--- config.mk ---
export PLATFORM = sky130hd
export DESIGN_NAME = uart_dev_flat
export DESIGN_NICKNAME = d
export VERILOG_FILES = /design/src/design/uart_pkg.sv /design/src/design/uart_link_if.sv /design/src/design/uart_dev.sv /design/src/flat_wrapper.sv
export SDC_FILE = /design/constraint.sdc
export NUM_CORES = 1
export LEC_CHECK = 0
export ABC_AREA = 0
export BUFFER_PORTS_ARGS = -buffer_cell sky130_fd_sc_hd__buf_2
export CORE_MARGIN = 5
export CORE_UTILIZATION = 40
export DETAILED_ROUTE_END_ITERATION = 10
export PLACE_DENSITY = 0.68
export SYNTH_ARGS = -nofsm -noshare
export SYNTH_HDL_FRONTEND = slang
export SYNTH_SLANG_ARGS = --single-unit
--- constraint.sdc ---
create_clock -name CLK -period 5.2 [get_ports CLK]
set_input_delay 0.26 -clock CLK [delete_from_list [all_inputs] [get_ports CLK]]
set_output_delay 0.26 -clock CLK [all_outputs]
set_load 0.005 [all_outputs]
--- src/design/uart_pkg.sv ---
// How it works
// - Full duplex, variable-rate 8-bit and 9-bit only
// - Data buffer writes load transmit register when transmitter idle
// - Data buffer reads return receive buffer
// - Receive shifter separate from receive buffer
// - Completion flags cleared only by software
// - Interrupt on either flag when enabled
// - Transmit bit clock from timer overflows
// - Hidden receive timer mirrors timer, same reload
// - Start edge forces receive timer reload
// - Overflows halved; period 256 minus reload
// - Software sets timer rate and clock source
// - Control bit 7 selects framing
// - 8-bit: start, 8 data LSB first, stop
// - 8-bit: stop bit into received ninth bit
// - Write starts sending; flag at stop start
// - Receive only when enable bit set
// - 8-bit load needs flag clear, filtered stop
// - Overrun keeps old buffer, drops new character
// - 9-bit: start, data, ninth bit, stop
// - 9-bit: ninth bit stored, stop ignored
// - 9-bit load needs flag clear, filtered ninth
// - Master marks address bytes with ninth bit
package uart_pkg;
   // ---------------------------------------------------------------
   // Register map
   // ---------------------------------------------------------------
   localparam logic [7:0] OFS_CONTROL = 8'h00;
   localparam logic [7:0] OFS_BUFFER  = 8'h04;
   localparam logic [7:0] OFS_RELOAD  = 8'h08;
   localparam logic [7:0] OFS_TIMER   = 8'h0c;
   // ---------------------------------------------------------------
   // Control register fields
   // ---------------------------------------------------------------
   localparam int BIT_FRAME_SEL = 7;
   localparam int BIT_UNUSED    = 6;
   localparam int BIT_FILTER    = 5;
   localparam int BIT_RX_EN     = 4;
   localparam int BIT_TX_NINTH  = 3;
   localparam int BIT_RX_NINTH  = 2;
   localparam int BIT_TX_FLAG   = 1;
   localparam int BIT_RX_FLAG   = 0;
   localparam logic [7:0] CONTROL_RESET = 8'h40;
   // ---------------------------------------------------------------
   // Timer register fields
   // ---------------------------------------------------------------
   localparam int BIT_TIMER_RUN = 0;
   localparam int BIT_PRE_LO    = 1;
   localparam int BIT_PRE_HI    = 2;
   localparam int BIT_IRQ_EN    = 3;
   localparam logic [7:0] RELOAD_RESET = 8'h00;
   localparam logic [7:0] TIMER_TOP    = 8'hff;
   localparam logic [5:0] PRE_DIV1  = 6'h00;
   localparam logic [5:0] PRE_DIV4  = 6'h03;
   localparam logic [5:0] PRE_DIV12 = 6'h0b;
   localparam logic [5:0] PRE_DIV48 = 6'h2f;
   // ---------------------------------------------------------------
   // Frame lengths in bit times, far bit period in clocks
   // ---------------------------------------------------------------
   localparam logic [3:0] FRAME_LEN8 = 4'ha;
   localparam logic [3:0] FRAME_LEN9 = 4'hb;
   localparam logic [15:0] FAR_BIT_CYCLES = 16'h0010;
endpackage

--- src/design/uart_link_if.sv ---
`timescale 1ns/1ps
interface uart_link_if;
   logic dev_to_far;
   logic far_to_dev;
   modport dev (output dev_to_far, input far_to_dev);
   modport far (input dev_to_far, output far_to_dev);
endinterface

--- src/design/uart_dev.sv ---
`timescale 1ns/1ps
module uart_dev (
   input  wire logic        CLK,
   input  wire logic        SYS_RST,
   uart_link_if.dev         LINK,
   input  wire logic        PSEL,
   input  wire logic        PENABLE,
   input  wire logic        PWRITE,
   input  wire logic [7:0]  PADDR,
   input  wire logic [31:0] PWDATA,
   output logic      [31:0] PRDATA,
   output logic             PREADY,
   output logic             PSLVERR,
   output logic             IRQ
);
   // ---------------------------------------------------------------
   // Declarations
   // ---------------------------------------------------------------
   typedef enum logic [1:0] {TX_IDLE, TX_WAIT, TX_SEND} tx_state_type;
   typedef enum logic {RX_IDLE, RX_BITS} rx_state_type;
   tx_state_type tx_state_q;
   rx_state_type rx_state_q;
   logic        frame9_q, filter_q, rx_en_q, tx9_q, rx9_q, txf_q, rxf_q;
   logic        run_q, irq_en_q, err_q;
   logic [1:0]  presel_q;
   logic [7:0]  reload_q, tx_tmr_q, rx_tmr_q, rx_buf_q, rx_sh_q, tx_hold_q;
   logic [5:0]  pre_q, pre_top;
   logic        tick, tx_ovf, rx_ovf, tx_half_q, rx_half_q, tx_baud, rx_sample;
   logic [10:0] tx_sh_q;
   logic [3:0]  tx_cnt_q, rx_cnt_q, frame_len;
   logic        in_prev_q, start_seen, rx_v9_q, rx_done, rx_load, rx_bit;
   logic        wr, setup, hit, wr_ctl, wr_buf, tx_flag_set;
   logic [31:0] rd_val, rd_val_q;

   // ---------------------------------------------------------------
   // APB slave
   // ---------------------------------------------------------------
   assign setup = PSEL & ~PENABLE;
   assign wr = PSEL & PENABLE & PWRITE;
   assign wr_ctl = wr && (PADDR == uart_pkg::OFS_CONTROL);
   assign wr_buf = wr && (PADDR == uart_pkg::OFS_BUFFER);
   assign PREADY = 1'b1;
   assign PSLVERR = err_q & PSEL & PENABLE;
   assign PRDATA = rd_val_q;

   always_comb begin
      rd_val = 32'h0000_0000;
      hit = 1'b1;
      if (PADDR == uart_pkg::OFS_CONTROL) begin
         rd_val[7:0] = {frame9_q, 1'b1, filter_q, rx_en_q, tx9_q, rx9_q, txf_q, rxf_q};
      end else if (PADDR == uart_pkg::OFS_BUFFER) begin
         rd_val[7:0] = rx_buf_q; // Transmit data never readable
      end else if (PADDR == uart_pkg::OFS_RELOAD) begin
         rd_val[7:0] = reload_q;
      end else if (PADDR == uart_pkg::OFS_TIMER) begin
         rd_val[3:0] = {irq_en_q, presel_q, run_q};
      end else begin
         hit = 1'b0;
      end
   end

   always_ff @(posedge CLK) begin
      if (SYS_RST) begin
         rd_val_q <= 32'h0000_0000;
         err_q <= 1'b0;
      end else if (setup) begin
         rd_val_q <= PWRITE ? 32'h0000_0000 : rd_val;
         err_q <= ~hit;
      end
   end

   // ---------------------------------------------------------------
   // Control and timer registers
   // ---------------------------------------------------------------
   always_ff @(posedge CLK) begin
      if (SYS_RST) begin
         frame9_q <= uart_pkg::CONTROL_RESET[uart_pkg::BIT_FRAME_SEL];
         filter_q <= uart_pkg::CONTROL_RESET[uart_pkg::BIT_FILTER];
         rx_en_q  <= uart_pkg::CONTROL_RESET[uart_pkg::BIT_RX_EN];
         tx9_q    <= uart_pkg::CONTROL_RESET[uart_pkg::BIT_TX_NINTH];
         reload_q <= uart_pkg::RELOAD_RESET;
         run_q    <= 1'b0;
         presel_q <= 2'h0;
         irq_en_q <= 1'b0;
      end else begin
         if (wr_ctl) begin
            frame9_q <= PWDATA[uart_pkg::BIT_FRAME_SEL]; // Zero 8-bit, one 9-bit
            filter_q <= PWDATA[uart_pkg::BIT_FILTER];
            rx_en_q  <= PWDATA[uart_pkg::BIT_RX_EN];
            tx9_q    <= PWDATA[uart_pkg::BIT_TX_NINTH];
         end
         if (wr && PADDR == uart_pkg::OFS_RELOAD) begin
            reload_q <= PWDATA[7:0];
         end
         if (wr && PADDR == uart_pkg::OFS_TIMER) begin
            run_q    <= PWDATA[uart_pkg::BIT_TIMER_RUN];
            presel_q <= PWDATA[uart_pkg::BIT_PRE_HI:uart_pkg::BIT_PRE_LO];
            irq_en_q <= PWDATA[uart_pkg::BIT_IRQ_EN];
         end
      end
   end

   // Hardware set beats a software write in the same cycle
   always_ff @(posedge CLK) begin
      if (SYS_RST) begin
         txf_q <= uart_pkg::CONTROL_RESET[uart_pkg::BIT_TX_FLAG];
         rxf_q <= uart_pkg::CONTROL_RESET[uart_pkg::BIT_RX_FLAG];
         rx9_q <= uart_pkg::CONTROL_RESET[uart_pkg::BIT_RX_NINTH];
      end else begin
         if (tx_flag_set) begin
            txf_q <= 1'b1;
         end else if (wr_ctl) begin
            txf_q <= PWDATA[uart_pkg::BIT_TX_FLAG]; // Only software clears
         end
         if (rx_load) begin
            rxf_q <= 1'b1;
            rx9_q <= rx_bit; // Stop or ninth bit
         end else if (wr_ctl) begin
            rxf_q <= PWDATA[uart_pkg::BIT_RX_FLAG];
            rx9_q <= PWDATA[uart_pkg::BIT_RX_NINTH];
         end
      end
   end

   assign IRQ = irq_en_q & (txf_q | rxf_q);

   // ---------------------------------------------------------------
   // Baud timers
   // ---------------------------------------------------------------
   always_comb begin
      case (presel_q)
         2'h0:    pre_top = uart_pkg::PRE_DIV1;
         2'h1:    pre_top = uart_pkg::PRE_DIV4;
         2'h2:    pre_top = uart_pkg::PRE_DIV12;
         default: pre_top = uart_pkg::PRE_DIV48;
      endcase
   end
   assign tick = run_q && (pre_q == pre_top);
   assign tx_ovf = tick && (tx_tmr_q == uart_pkg::TIMER_TOP);
   assign rx_ovf = tick && (rx_tmr_q == uart_pkg::TIMER_TOP) && !start_seen;
   assign tx_baud = tx_ovf & tx_half_q; // Every second overflow
   assign rx_sample = rx_ovf & ~rx_half_q; // Bit centre, half period after edge

   always_ff @(posedge CLK) begin
      if (SYS_RST || !run_q || tick) begin
         pre_q <= 6'h00;
      end else begin
         pre_q <= pre_q + 6'h01;
      end
   end

   always_ff @(posedge CLK) begin
      if (SYS_RST) begin
         tx_tmr_q <= uart_pkg::RELOAD_RESET;
         tx_half_q <= 1'b0;
      end else if (tick) begin
         tx_tmr_q <= tx_ovf ? reload_q : tx_tmr_q + 8'h01;
         tx_half_q <= tx_half_q ^ tx_ovf;
      end
   end

   // Receive copy resynchronised so its phase is independent of transmit
   always_ff @(posedge CLK) begin
      if (SYS_RST) begin
         rx_tmr_q <= uart_pkg::RELOAD_RESET;
         rx_half_q <= 1'b0;
      end else if (start_seen) begin
         rx_tmr_q <= reload_q;
         rx_half_q <= 1'b0;
      end else if (tick) begin
         rx_tmr_q <= rx_ovf ? reload_q : rx_tmr_q + 8'h01;
         rx_half_q <= rx_half_q ^ rx_ovf;
      end
   end

   // ---------------------------------------------------------------
   // Transmitter
   // ---------------------------------------------------------------
   assign frame_len = frame9_q ? uart_pkg::FRAME_LEN9 : uart_pkg::FRAME_LEN8;
   assign tx_flag_set = tx_baud && tx_state_q == TX_SEND && tx_cnt_q == frame_len - 4'h2;
   assign LINK.dev_to_far = tx_sh_q[0];

   // Writes while a frame is in flight are dropped, not queued
   always_ff @(posedge CLK) begin
      if (SYS_RST) begin
         tx_state_q <= TX_IDLE;
         tx_sh_q <= 11'h7ff;
         tx_hold_q <= 8'h00;
         tx_cnt_q <= 4'h0;
      end else begin
         case (tx_state_q)
            TX_IDLE: begin
               if (wr_buf) begin
                  tx_hold_q <= PWDATA[7:0];
                  tx_state_q <= TX_WAIT;
               end
            end
            TX_WAIT: begin
               if (tx_baud) begin
                  // Start, data LSB first, ninth or stop, stop
                  tx_sh_q <= {1'b1, frame9_q ? tx9_q : 1'b1, tx_hold_q, 1'b0};
                  tx_cnt_q <= 4'h0;
                  tx_state_q <= TX_SEND;
               end
            end
            default: begin
               if (tx_baud) begin
                  tx_sh_q <= {1'b1, tx_sh_q[10:1]};
                  tx_cnt_q <= tx_cnt_q + 4'h1;
                  if (tx_cnt_q == frame_len - 4'h1) begin
                     tx_state_q <= TX_IDLE;
                  end
               end
            end
         endcase
      end
   end

   // ---------------------------------------------------------------
   // Receiver
   // ---------------------------------------------------------------
   assign start_seen = rx_state_q == RX_IDLE && rx_en_q && in_prev_q && !LINK.far_to_dev;
   assign rx_done = rx_sample && rx_state_q == RX_BITS && rx_cnt_q == frame_len - 4'h1;
   assign rx_bit = frame9_q ? rx_v9_q : LINK.far_to_dev;
   // Busy flag keeps the unread byte; the new one is lost
   assign rx_load = rx_done && !rxf_q && (!filter_q || rx_bit);

   always_ff @(posedge CLK) begin
      if (SYS_RST) begin
         in_prev_q <= 1'b1;
      end else begin
         in_prev_q <= LINK.far_to_dev;
      end
   end

   always_ff @(posedge CLK) begin
      if (SYS_RST) begin
         rx_state_q <= RX_IDLE;
         rx_cnt_q <= 4'h0;
         rx_sh_q <= 8'h00;
         rx_v9_q <= 1'b0;
      end else begin
         case (rx_state_q)
            RX_IDLE: begin
               if (start_seen) begin
                  rx_cnt_q <= 4'h0;
                  rx_state_q <= RX_BITS;
               end
            end
            default: begin
               if (rx_sample) begin
                  rx_cnt_q <= rx_cnt_q + 4'h1;
                  if (rx_cnt_q == 4'h0 && LINK.far_to_dev) begin
                     rx_state_q <= RX_IDLE; // Glitch, not a start bit
                  end else if (rx_done) begin
                     rx_state_q <= RX_IDLE;
                  end else if (rx_cnt_q >= 4'h1 && rx_cnt_q <= 4'h8) begin
                     rx_sh_q <= {LINK.far_to_dev, rx_sh_q[7:1]};
                  end else if (rx_cnt_q == 4'h9) begin
                     rx_v9_q <= LINK.far_to_dev; // Ninth bit; stop bit later ignored
                  end
               end
            end
         endcase
      end
   end

   always_ff @(posedge CLK) begin
      if (SYS_RST) begin
         rx_buf_q <= 8'h00;
      end else if (rx_load) begin
         rx_buf_q <= rx_sh_q;
      end
   end
endmodule // uart_dev

--- src/flat_wrapper.sv ---
// flat-port wrapper written by rule: the top's interface ports become plain ports
module uart_dev_flat 
  (CLK, SYS_RST, PSEL, PENABLE, PWRITE, PADDR, PWDATA, PRDATA, PREADY, PSLVERR, IRQ, LINK_dev_to_far, LINK_far_to_dev);
  uart_link_if LINK_i ();
  input  wire logic CLK;
  input  wire logic SYS_RST;
  input  wire logic PSEL;
  input  wire logic PENABLE;
  input  wire logic PWRITE;
  input  wire logic [7:0] PADDR;
  input  wire logic [31:0] PWDATA;
  output logic      [31:0] PRDATA;
  output logic PREADY;
  output logic PSLVERR;
  output logic IRQ;
  output wire logic [$bits(LINK_i.dev_to_far)-1:0] LINK_dev_to_far;
  input wire logic [$bits(LINK_i.far_to_dev)-1:0] LINK_far_to_dev;
  assign LINK_dev_to_far = LINK_i.dev_to_far;
  assign LINK_i.far_to_dev = LINK_far_to_dev;
  uart_dev u_core (.CLK(CLK), .SYS_RST(SYS_RST), .LINK(LINK_i), .PSEL(PSEL), .PENABLE(PENABLE), .PWRITE(PWRITE), .PADDR(PADDR), .PWDATA(PWDATA), .PRDATA(PRDATA), .PREADY(PREADY), .PSLVERR(PSLVERR), .IRQ(IRQ));
endmodule
==> impl_summary.md, run 1 <==
Clock network
The H-tree was split into 3 levels. The number of post-CTS setup repair buffers is 0. The number of hold buffers added after CTS was 0. Clock latency on the worst-skew pair, taken at its later pin, is 0.34 ns.

The TritonCTS clock tree is built. The count of clock tree sinks is 99. The clock tree buffer depth is 2.

Buffers inserted during clock tree synthesis total 9. The count of instances resized after the clock tree is built is 0. The clock transition at the register clock pins on the worst setup and hold paths after CTS is 0.07 ns. In this run the clock root is driven by a sky130_fd_sc_hd__clkbuf_16.

Die
The initial core utilization is 41.13%. Row generation in the floorplan step produced 40 rows. During I/O placement, the number of pins put on the boundary was 82. In this run the standard cell core region covers 12,110 um^2. The horizontal die dimension is 121.6 um. The die covers 14,780 um^2. The die is 121.6 um tall.

Detailed routing
For this block, the routed nets add up to 11,020 um of wire. The highest layer touched by signal routing is met5. The number of detailed-route iterations in the first pass is 5.

After detailed routing, the number of remaining DRC violations is 0. The antenna violation net count after detailed routing is 0. After detailed routing, the met2 layer carries 5229 um of wire. The sum of routed wire segments on met1 is 4977 um. The initial DRC count is 288. Summed over all nets, wire length on met3 after detailed routing comes to 634 um. In the routed layout, each cell is associated on average with a via count of 5.376. The average routed wire per standard cell is 14.65 um.

The routed layout has 4,043 vias.

Power and ir drop
For this design the ratio of total power to cell area is 265.2 nW/um^2. IR analysis of the VDD net gives a maximum drop of 159.9 uV. The analysis attributes to cell leakage a power of 0.002177 uW. The fraction of power consumed by combinational cells is 3.1%. The switching share of power is 22.57%.

The net switching power of the design is 324.5 uW. The total power is 1438 uW. The internal power of the cells totals 1113 uW. The part of the power in registers is 52.8%. Per report_power, the clock group accounts for 44.1% of the total.

Worst setup path
The worst endpoint required time is 5.39 ns. The signal on the critical path passes through or3_4 -> a21oi_2 -> o21ai_2 -> nor4_1 -> ha_1 -> nand4b_1 -> a211oi_1 -> nand2_1 -> mux2i_1 -> nor2_1. On the worst path, the slowest cell contributes a delay of 0.46 ns. The critical path arrival is 3.53 ns. Of all nets on the critical path, the largest fanout is 16.

STA classifies the critical path endpoint as a flop. STA classifies the critical path startpoint as a flop. The critical path class is reg -> reg.

The cell with the biggest individual delay on the critical path is sky130_fd_sc_hd__nor4_1.

Global routing
Global routing consumed, over all layers together, 15.25% of the routing resources. The largest net degree at the start of global routing is 96. The first global-routing pass estimated 18,410 um of wire.

The initial antenna violation count is 1. After global routing the overflow that remains totals 0. The number of global-route vias before repair was 3,670.

Timing
The number of slew-limit violations in the final report was 0. Headroom to the max-slew limit came out at 34.03%. For the pin with the worst max-slew slack, the measured transition is 0.9896 ns. Setup repair after global routing left no endpoint under its margin.

Derived from the worst setup path, the maximum achievable clock frequency is 0.2994 GHz. Between clock sinks in the finished design, the worst skew comes to 0.009508 ns. The portion of the clock cycle consumed by the worst path in the final layout is 64.23%. The minimum clock period is 3.340 ns. Setup total negative slack on the finished layout was measured at 0 ns. Setup violations remaining at the end of the flow were counted as 0.

The total count of hold-check failures in the final report is 0.

Finish
In the final layout, the share of cells above drive strength 1 is 11.99%. In the final design database the tool counted 635 nets. The area growth from synthesis to layout is 8.867%.

The final instance area is 5423 um^2. The number of antenna repair diodes is 0. For this run, the share of the core covered by cells in the final layout is 44.77%.

The number of cells in the finished layout apart from fillers is 752.

Synth
Counting distinct cell types in the post-synthesis netlist gives 63. The XOR/XNOR share of the synthesized area is 1.407%. The share of async-settable or async-resettable flops after synthesis is 0%. The share of the Yosys chip area taken by registers is 39.79%.

Synthesis produced a netlist whose cell count is 566. Measured against the total synthesized area, the mux share comes to 11.66%. Summing the areas of all compound-gate instances in the mapped netlist gives 16.20% of the synthesized area. Summing the areas of all and, or, nand and nor instances in the mapped netlist gives 20.87% of the synthesized area. Summing the areas of all fa, ha and maj instances in the mapped netlist gives 2.512% of the synthesized area. The netlist area before placement is 4981 um^2.

For this run, the leading register cell type out of synthesis is sky130_fd_sc_hd__dfxtp_1. The register bit count reported by yosys is 99. A synthesized cell averages 8.800 um^2. After synthesis, the largest family of logic cells by area is simple AND/OR/NAND/NOR gates.

The Yosys warning count is 0. The number of enable flip-flop cells after synthesis is 0.

Hold path
The worst hold path belongs to the class in -> reg.

Place
Routability-driven placement finished with a final weighted congestion of 0.8738. The placed wire-length estimate is 7882 um. The post-detailed-placement cell area is 5132 um^2. The number of port buffers is 32. In this run, placement finished with an instance count of 736.

Job
The max-capacitance violation count is 0.

Run status
The run finished with clean final reports.
cell usage in the layout, fill, tap and decap left out, types with 10 or more instances in the layout:
cell type                 count
sky130_fd_sc_hd__dfxtp_1     99
sky130_fd_sc_hd__buf_2       32
sky130_fd_sc_hd__o21ai_0     22
sky130_fd_sc_hd__ha_1        10
sky130_fd_sc_hd__nand3_1     32
sky130_fd_sc_hd__inv_1       11
sky130_fd_sc_hd__nor2_1      73
sky130_fd_sc_hd__conb_1      25
sky130_fd_sc_hd__nand2_1     34
sky130_fd_sc_hd__and3_1      11
sky130_fd_sc_hd__mux2i_1     49
sky130_fd_sc_hd__a211o_1     10
sky130_fd_sc_hd__a21oi_1     38
worst paths after layout:
path	slack (ns)	startpoint	cells past startpoint	end
setup / recovery	1.86	u_core.presel_q[1]$_SDFFE_PP0P_	10	u_core.rx_buf_q[3]$_SDFFE_PP0P_
hold / removal	0.18	PWDATA[6]	3	u_core.tx_hold_q[6]$_SDFFE_PP0P_
setup reg to reg	1.86	u_core.presel_q[1]$_SDFFE_PP0P_	10	u_core.rx_buf_q[3]$_SDFFE_PP0P_
hold reg to reg	0.44	u_core.tx_sh_q[0]$_SDFFE_PP1P_	2	u_core.tx_sh_q[0]$_SDFFE_PP1P_
synthesized netlist by cell type (7+ instances only):
cell | count | area, um^2
sky130_fd_sc_hd__buf_4 | 26 | 195.2
sky130_fd_sc_hd__nor3_1 | 7 | 35.03
sky130_fd_sc_hd__a211o_1 | 10 | 87.58
sky130_fd_sc_hd__nor2_1 | 73 | 274.0
sky130_fd_sc_hd__clkbuf_1 | 20 | 75.07
sky130_fd_sc_hd__mux2i_1 | 49 | 490.5
sky130_fd_sc_hd__dfxtp_1 | 99 | 1982
sky130_fd_sc_hd__a21oi_1 | 38 | 190.2
sky130_fd_sc_hd__inv_1 | 11 | 41.29
sky130_fd_sc_hd__nand3_1 | 32 | 160.2
sky130_fd_sc_hd__nand2b_1 | 9 | 56.30
sky130_fd_sc_hd__nand2_1 | 34 | 127.6
sky130_fd_sc_hd__o21ai_0 | 23 | 115.1
sky130_fd_sc_hd__and3_1 | 11 | 68.82
sky130_fd_sc_hd__ha_1 | 10 | 125.1
critical path, delay by kind of cell, from the launching register on:
kind	cells	cell delay (ns)
multiplexers	1	0.26
AO/OA/AOI/OAI	3	0.75
AND/OR/NAND/NOR	5	1.47
adder cells (fa/ha/maj)	1	0.29
flip-flops	1	0.40
power groups by stage:
stage / logic, uW / registers (uW) / clock network (uW)
6_report: 45.0 / 759 / 634
5_1_grt: 50.8 / 759 / 679
4_1_cts: 44.7 / 759 / 652
3_5_place_dp: 44.6 / 777 / 0
3_3_place_gp: 43.7 / 777 / 0
2_1_floorplan: 41.6 / 777 / 0
final cells by class:
type / count / area (um^2)
clock buffer: 10 / 239.0
clock inverter: 6 / 51.30
fill: 1178 / 6689
inverter: 11 / 41.29
multi-input combinational: 423 / 2716
sequential: 99 / 1982
tap: 168 / 210.2
timing repair buffer: 35 / 182.7
metal layers:
metal	GRT usage, %	vias up
li1	-	2009
met1	20.21	1908
met2	25.25	110
met3	2.786	14
met4	4.762	2
met5	0	-
sequential cells by signal, indices dropped and copies added (netlist names), 2 cells and up:
register,flops
u_core.pre_q,6
u_core.tx_sh_q,10
u_core.presel_q,2
u_core.rx_buf_q,8
u_core.tx_tmr_q,8
u_core.tx_state_q,2
u_core.rx_sh_q,8
u_core.tx_cnt_q,4
u_core.PRDATA,8
u_core.tx_hold_q,8
u_core.rx_tmr_q,8
u_core.rx_cnt_q,4
u_core.reload_q,8
through the flow:
stage               setup WS (ns)  hold WS, ns
global placement            1.995       0.4214
finish                      1.860       0.1827
CTS                         1.863       0.1890
floorplan                   2.433       0.3666
detailed placement          1.871       0.4307
global route                1.594       0.2036
logic make-up after synthesis:
group,after synthesis
adder cells (fa/ha/maj),10
other,2
AND/OR/NAND/NOR,209
flip-flops,99
AO/OA/AOI/OAI,118
buffers and inverters,67
XOR/XNOR,8
multiplexers,53
(Power assumes the default switching activity.)
==> run 2: changes to the inputs <==
PLACE_DENSITY = 0.7   (was 0.68)
clock period = 2.98 ns   (was 5.2 ns; I/O delays follow)
==> impl_summary.md, run 2 (same netlist as run 1, synthesis figures left out) <==
Run status
The run finished with clean final reports.

Finish
The utilization of the core after routing is 45.44% (+0.67 points). The final-layout fill cell count is 1,203 (+2.1%). The number of antenna repair diodes is 0 (unchanged). The most common cell after layout, fill and taps aside is sky130_fd_sc_hd__dfxtp_1. The number of flip-flops in the largest register is 10 (unchanged).

The fraction of final layout cells with drive strength greater than 1 came to 13.37% (+1.4 points). The area added between synthesis and finish is 10.50%. The library cells used most frequently in the layout, excluding fill and tap cells, are sky130_fd_sc_hd__dfxtp_1 (99), sky130_fd_sc_hd__nor2_1 (73), sky130_fd_sc_hd__mux2i_1 (49).

The final net count is 642 (+1.1%). Counting flops per register, the top entry is u_core.tx_sh_q.

Timing
The total setup violations reported at the end of the flow is 0 (unchanged). The relative slew slack was 41.46% (+7.4 points). The minimum clock period is 2.734 ns (-0.6055 ns). The worst slack on hold paths is 0.09145 ns (-0.09124 ns). The portion of the clock cycle consumed by the worst path in the final layout is 91.75% (+28 points). The peak clock frequency supported by timing is 0.3657 GHz (+22%). The number of slew-limit violations in the final report is 0 (unchanged). The worst setup margin is 0.2458 ns (-1.614 ns). The total count of hold-check failures in the final report is 0 (unchanged). The worst-case clock skew is 0.01022 ns (+0.0007128 ns).

The sum of negative setup slack is 0 ns (unchanged). Setup repair after global routing left no endpoint under its margin. The measured slew at the worst slew-check pin was 0.8733 ns (-0.1163 ns).

Detailed routing
The initial DRC count is 340 (+18%). The via count normalized by instance count was 5.437 (+1.1%). The number of detailed-route iterations in the first pass is 5 (unchanged). The final wirelength was 11,300 um (+2.5%). The number of remaining DRC errors is 0 (unchanged). The antenna violation net count after detailed routing is 0 (unchanged).

The via count was 4,127 (+2.1%). The average routed wire per standard cell came to 14.89 um (+1.6%).

Global routing
The number of global-route vias before repair was 3,818 (+4.0%). The combined global-route utilization of all metal layers was 15.34% (+0.098 points). The overall overflow remaining after global route is 0 (unchanged). The largest net degree at the start of global routing is 84 (-13%).

The initial antenna violation count is 0 (-1). The global-route wire length before repair is 18,550 um (+0.75%).

Power and ir drop
The fraction of power consumed by combinational cells is 3.0% (about the same). The worst IR drop on VDD came to 283.9 uV (+78%). The part of the power in registers is 51.3% (-1.5 points). The power density normalized to cell area is 468.9 nW/um^2 (+77%). The net switching power of the design is 557.1 uW (+72%). The clock group share of total power was 45.6% (+1.5 points). The switching share of power was 21.59% (-0.98 points). The cell-internal power is 2024 uW (+82%). The standby leakage power was 0.002216 uW (+1.8%).

Clock network
The clock transition at the register clock pins on the worst setup and hold paths after CTS came to 0.07 ns (about the same). The count of clock tree sinks is 99 (unchanged). The source-to-sink clock delay at the later pin of the worst-skew pair is 0.34 ns (about the same). The number of H-tree branching levels is 3 (unchanged). The TritonCTS buffer count is 9 (unchanged). TritonCTS built the clock tree. The clock tree root buffer cell is sky130_fd_sc_hd__clkbuf_16. The hold buffer count at CTS came to 0 (unchanged). The clock tree buffer depth was 2 (unchanged).

Die
The initial core utilization is 41.13% (unchanged). The I/O pin total is 82 (unchanged). The horizontal die dimension came to 121.6 um (unchanged). The height of the chip is 121.6 um (unchanged). The core region area is 12,110 um^2 (unchanged). The count of standard-cell rows was 40 (unchanged). The die footprint is 14,780 um^2 (unchanged).

Worst setup path
The worst endpoint required time is 3.17 ns (-2.22 ns). The setup slack on the worst flop-to-flop path is 0.25 ns (-1.61 ns). The worst setup path is captured at a flop.

The kind of cell with the highest combined delay along the critical path is simple AND/OR/NAND/NOR gates. The cell with the biggest individual delay on the critical path is sky130_fd_sc_hd__or3_4. The worst-path maximum fanout is 10 (-6). The cell count along the critical path was 11 (+1). The number of cells traversed by the worst register-to-register path was 11 (+1). The critical path class is reg -> reg. The critical path arrival was 2.93 ns (-0.60 ns).

The combined buffer and inverter count along the critical path came to 1 (+1). The kind of launch point of the worst setup path is a flop. Walking the worst path, the cells encountered are or3_4 -> a21oi_2 -> o21ai_2 -> nor4_2 -> ha_2 -> nand4b_1 -> a211oi_2 -> nand2_1 -> buf_4 -> mux2i_1 -> nor2_1. The delay of the slowest cell on the worst path is 0.42 ns (-0.04 ns).

Hold path
The depth of the worst hold-timing path came to 3 (unchanged). The worst hold-check path type is in -> reg.

Job
The max-capacitance violation count is 0 (unchanged).

Place
The number of port buffers is 32 (unchanged). The final weighted congestion of routability-driven global placement is 0.7865 (-10%). The placed wire-length estimate is 8219 um (+4.3%). The worst slack after detailed placement is 0.1350 ns (-1.736 ns).
-- run 2: repair_timing --
action | in CTS | in global routing
resized for setup | 0 | 3
setup endpoints to repair | 0 | 8
setup buffers | 0 | 0
-- run 2: through the flow --
step	cell area [um^2]	std cells	power, uW
after floorplan	5067	589	1428
after global placement	5185	743	1431
after detailed placement	5185	743	1433
after CTS	5490	759	2613
after global routing	5504	759	2675
final	5504	759	2581
-- run 2: worst paths after layout --
path / to / from
worst max-delay path: u_core.rx_buf_q[1]$_SDFFE_PP0P_ / u_core.presel_q[1]$_SDFFE_PP0P_
worst max register to register: u_core.rx_buf_q[1]$_SDFFE_PP0P_ / u_core.presel_q[1]$_SDFFE_PP0P_
worst min-delay path: u_core.tx_hold_q[6]$_SDFFE_PP0P_ / PWDATA[6]
worst min register to register: u_core.tx_sh_q[0]$_SDFFE_PP1P_ / u_core.tx_sh_q[0]$_SDFFE_PP1P_
-- run 2: power groups by stage --
stage / Clock, uW / Sequential, uW / Combinational [uW]
floorplan: 0 / 1360 / 72.6
global placement: 0 / 1360 / 75.9
detailed placement: 0 / 1360 / 77.4
CTS: 1210 / 1320 / 77.5
global route: 1260 / 1320 / 88.3
finish: 1180 / 1320 / 78.6
-- run 2: layout make-up --
type / instances / area, um^2 / area share, %
Sequential cell: 99 / 1982 / 36.01
Clock buffer: 11 / 242.7 / 4.410
Inverter: 11 / 41.29 / 0.7502
Clock inverter: 5 / 62.56 / 1.137
Multi-Input combinational cell: 423 / 2730 / 49.60
Tap cell: 168 / 210.2 / 3.819
Timing Repair Buffer: 42 / 235.2 / 4.274
-- run 2: routing by layer --
layer	global-route usage, %	vias up	part of all wire (%)
met5	0	-	0
met1	19.78	1962	44
met2	25.70	126	48
li1	-	2020	-
met4	5.182	0	1.7
met3	3.064	19	5.7
-- run 2: worst min-delay path, stage by stage --
cell and delay (ns):
sky130_fd_sc_hd__buf_2 0.10, sky130_fd_sc_hd__mux2i_1 0.06, sky130_fd_sc_hd__nor2_1 0.08
==> run 3: changes to the inputs <==
PLACE_DENSITY = 0.68   (was 0.7)
clock period = 3.31 ns   (was 2.98 ns; I/O delays follow)
==> impl_summary.md, run 3 (same netlist as run 1, synthesis figures left out) <==
Run status
The run finished with clean final reports.

Timing
The total count of hold-check failures in the final report is 0 (unchanged). The measured slew at the worst slew-check pin is 0.9800 ns (+0.1066 ns). The sum of negative setup slack is 0 ns (unchanged). The minimum clock period is 2.999 ns (+0.2647 ns). The portion of the clock cycle consumed by the worst path in the final layout was 90.60% (-1.2 points).

The peak clock frequency supported by timing is 0.3335 GHz (-8.8%). The worst-case clock skew was 0.01074 ns (+0.0005212 ns). The number of slew-limit violations in the final report is 0 (unchanged). Setup repair after global routing left no endpoint under its margin. The relative slew slack came to 34.54% (-6.9 points). The total setup violations reported at the end of the flow is 0 (unchanged).

Clock network
TritonCTS built the clock tree. The source-to-sink clock delay at the later pin of the worst-skew pair is 0.34 ns (about the same). The clock transition at the register clock pins on the worst setup and hold paths after CTS was 0.07 ns (about the same). The clock tree buffer depth was 2 (unchanged). The TritonCTS buffer count came to 9 (unchanged).

The hold buffer count at CTS came to 0 (unchanged). The number of post-CTS setup repair buffers is 0 (unchanged). Clock tree synthesis selected as its root buffer the cell sky130_fd_sc_hd__clkbuf_16. The count of instances resized after the clock tree is built is 0 (unchanged). The number of H-tree branching levels came to 3 (unchanged). The count of clock tree sinks is 99 (unchanged).

Die
The horizontal die dimension is 121.6 um (unchanged). The die footprint was 14,780 um^2 (unchanged). The initial core utilization was 41.13% (unchanged). The height of the chip is 121.6 um (unchanged).

The core region area was 12,110 um^2 (unchanged). The count of standard-cell rows is 40 (unchanged). The I/O pin total came to 82 (unchanged).

Finish
The number of flip-flops in the largest register is 10 (unchanged). The area added between synthesis and finish is 9.470%. The register with the most flip-flops is u_core.tx_sh_q. The top cell types in the final layout, fill and taps aside, are sky130_fd_sc_hd__dfxtp_1 (99), sky130_fd_sc_hd__nor2_1 (73), sky130_fd_sc_hd__mux2i_1 (49). The number of antenna repair diodes is 0 (unchanged). The final-layout fill cell count is 1,169 (-2.8%). The register area is 1982 um^2 (unchanged). The fraction of final layout cells with drive strength greater than 1 is 12.31% (-1.1 points). The footprint of the multi-input gates is 2719 um^2 (-0.41%). Leaving out fill and tap cells, the most frequent cell in the layout is sky130_fd_sc_hd__dfxtp_1.

The final net count is 636 (-0.93%). The number of cells in the finished layout apart from fillers came to 753 (-0.79%).

Place
The final weighted congestion of routability-driven global placement is 0.9174 (+17%). The number of port buffers is 32 (unchanged). The number of placed instances, taps included is 737 (-0.81%).

The placed wire-length estimate is 8054 um (-2.0%).

Detailed routing
The number of detailed-route iterations in the first pass is 5 (unchanged). The initial DRC count is 306 (-10%). The number of remaining DRC errors is 0 (unchanged). The antenna violation net count after detailed routing came to 0 (unchanged). The via count normalized by instance count was 5.449 (+0.21%). The final wirelength is 11,300 um (about the same). The via count is 4,103 (-0.58%). The average routed wire per standard cell is 15.00 um (+0.74%).

Power and ir drop
The worst IR drop on VDD is 238.6 uV (-16%). The standby leakage power came to 0.002194 uW (-0.99%). The total power is 2341 uW (-9.3%). The power density normalized to cell area is 429.4 nW/um^2 (-8.4%).

Worst setup path
The critical path class is reg -> reg. STA classifies the critical path startpoint as a flop. The critical path arrival came to 3.19 ns (+0.26 ns). The worst-path maximum fanout was 10 (unchanged). The capturing element type of the critical path is a flop. The number of cells traversed by the worst register-to-register path is 10 (-1).

The worst endpoint required time was 3.51 ns (+0.34 ns).

Job
The max-capacitance violation count came to 0 (unchanged).

Hold path
The tightest min-delay check is of the in -> reg type. The depth of the worst hold-timing path is 3 (unchanged).

Global routing
The global-route wire length before repair was 18,700 um (+0.82%). The largest net degree at the start of global routing was 83 (-1.2%). The overall overflow remaining after global route is 0 (unchanged). The initial antenna violation count is 0 (unchanged). The combined global-route utilization of all metal layers is 15.53% (+0.19 points). The number of global-route vias before repair is 3,816 (-0.052%).
## run 3: path summary, 6_finish.rpt
kind / start / end / slack, ns
worst min-delay path: PWDATA[6] / u_core.tx_hold_q[6]$_SDFFE_PP0P_ / 0.11
worst max-delay path: u_core.presel_q[1]$_SDFFE_PP0P_ / u_core.rx_buf_q[0]$_SDFFE_PP0P_ / 0.31
worst max register to register: u_core.presel_q[1]$_SDFFE_PP0P_ / u_core.rx_buf_q[0]$_SDFFE_PP0P_ / 0.31
worst min register to register: u_core.tx_sh_q[0]$_SDFFE_PP1P_ / u_core.tx_sh_q[0]$_SDFFE_PP1P_ / 0.45
## run 3: where the power goes
group / switching, uW / total [uW] / internal, uW
Sequential: 0.814 / 1190 / 1190
Clock: 462 / 1080 / 615
Combinational: 51.0 / 71.5 / 20.5
## run 3: stage by stage
step	area, um^2	worst slack [ns]	util (%)	hold slack [ns]
floorplan	5067	0.5431	-	0.2721
global placement	5140	0.2918	42.44	0.4219
detailed placement	5140	0.2365	42.44	0.4375
CTS	5450	0.2161	45.00	0.09611
global route	5453	0.05073	45.02	0.1162
finish	5453	0.3111	45.02	0.1082
## run 3: per-layer routing
layer | vias up | GRT usage (%) | share of wire, %
met5 | - | 0 | 0
li1 | 2002 | - | -
met4 | 0 | 5.112 | 1.4
met2 | 117 | 25.53 | 48
met3 | 14 | 3.482 | 5.8
met1 | 1970 | 20.24 | 45
## run 3: cell type report
class | count | area share [%]
Clock buffer | 10 | 4.383
Timing Repair Buffer | 36 | 3.488
Inverter | 11 | 0.7572
Multi-Input combinational cell | 423 | 49.86
Clock inverter | 6 | 1.308
Sequential cell | 99 | 36.35
Tap cell | 168 | 3.855
## run 3: critical path: stages (launching register included)
cell and delay [ns]:
sky130_fd_sc_hd__dfxtp_1 0.41, sky130_fd_sc_hd__or3_4 0.43, sky130_fd_sc_hd__a21oi_2 0.20, sky130_fd_sc_hd__o21ai_2 0.09, sky130_fd_sc_hd__nor4_1 0.39, sky130_fd_sc_hd__ha_1 0.29
sky130_fd_sc_hd__nand4b_1 0.15, sky130_fd_sc_hd__a211oi_1 0.34, sky130_fd_sc_hd__nand2_2 0.26, sky130_fd_sc_hd__mux2i_1 0.23, sky130_fd_sc_hd__nor2_1 0.06
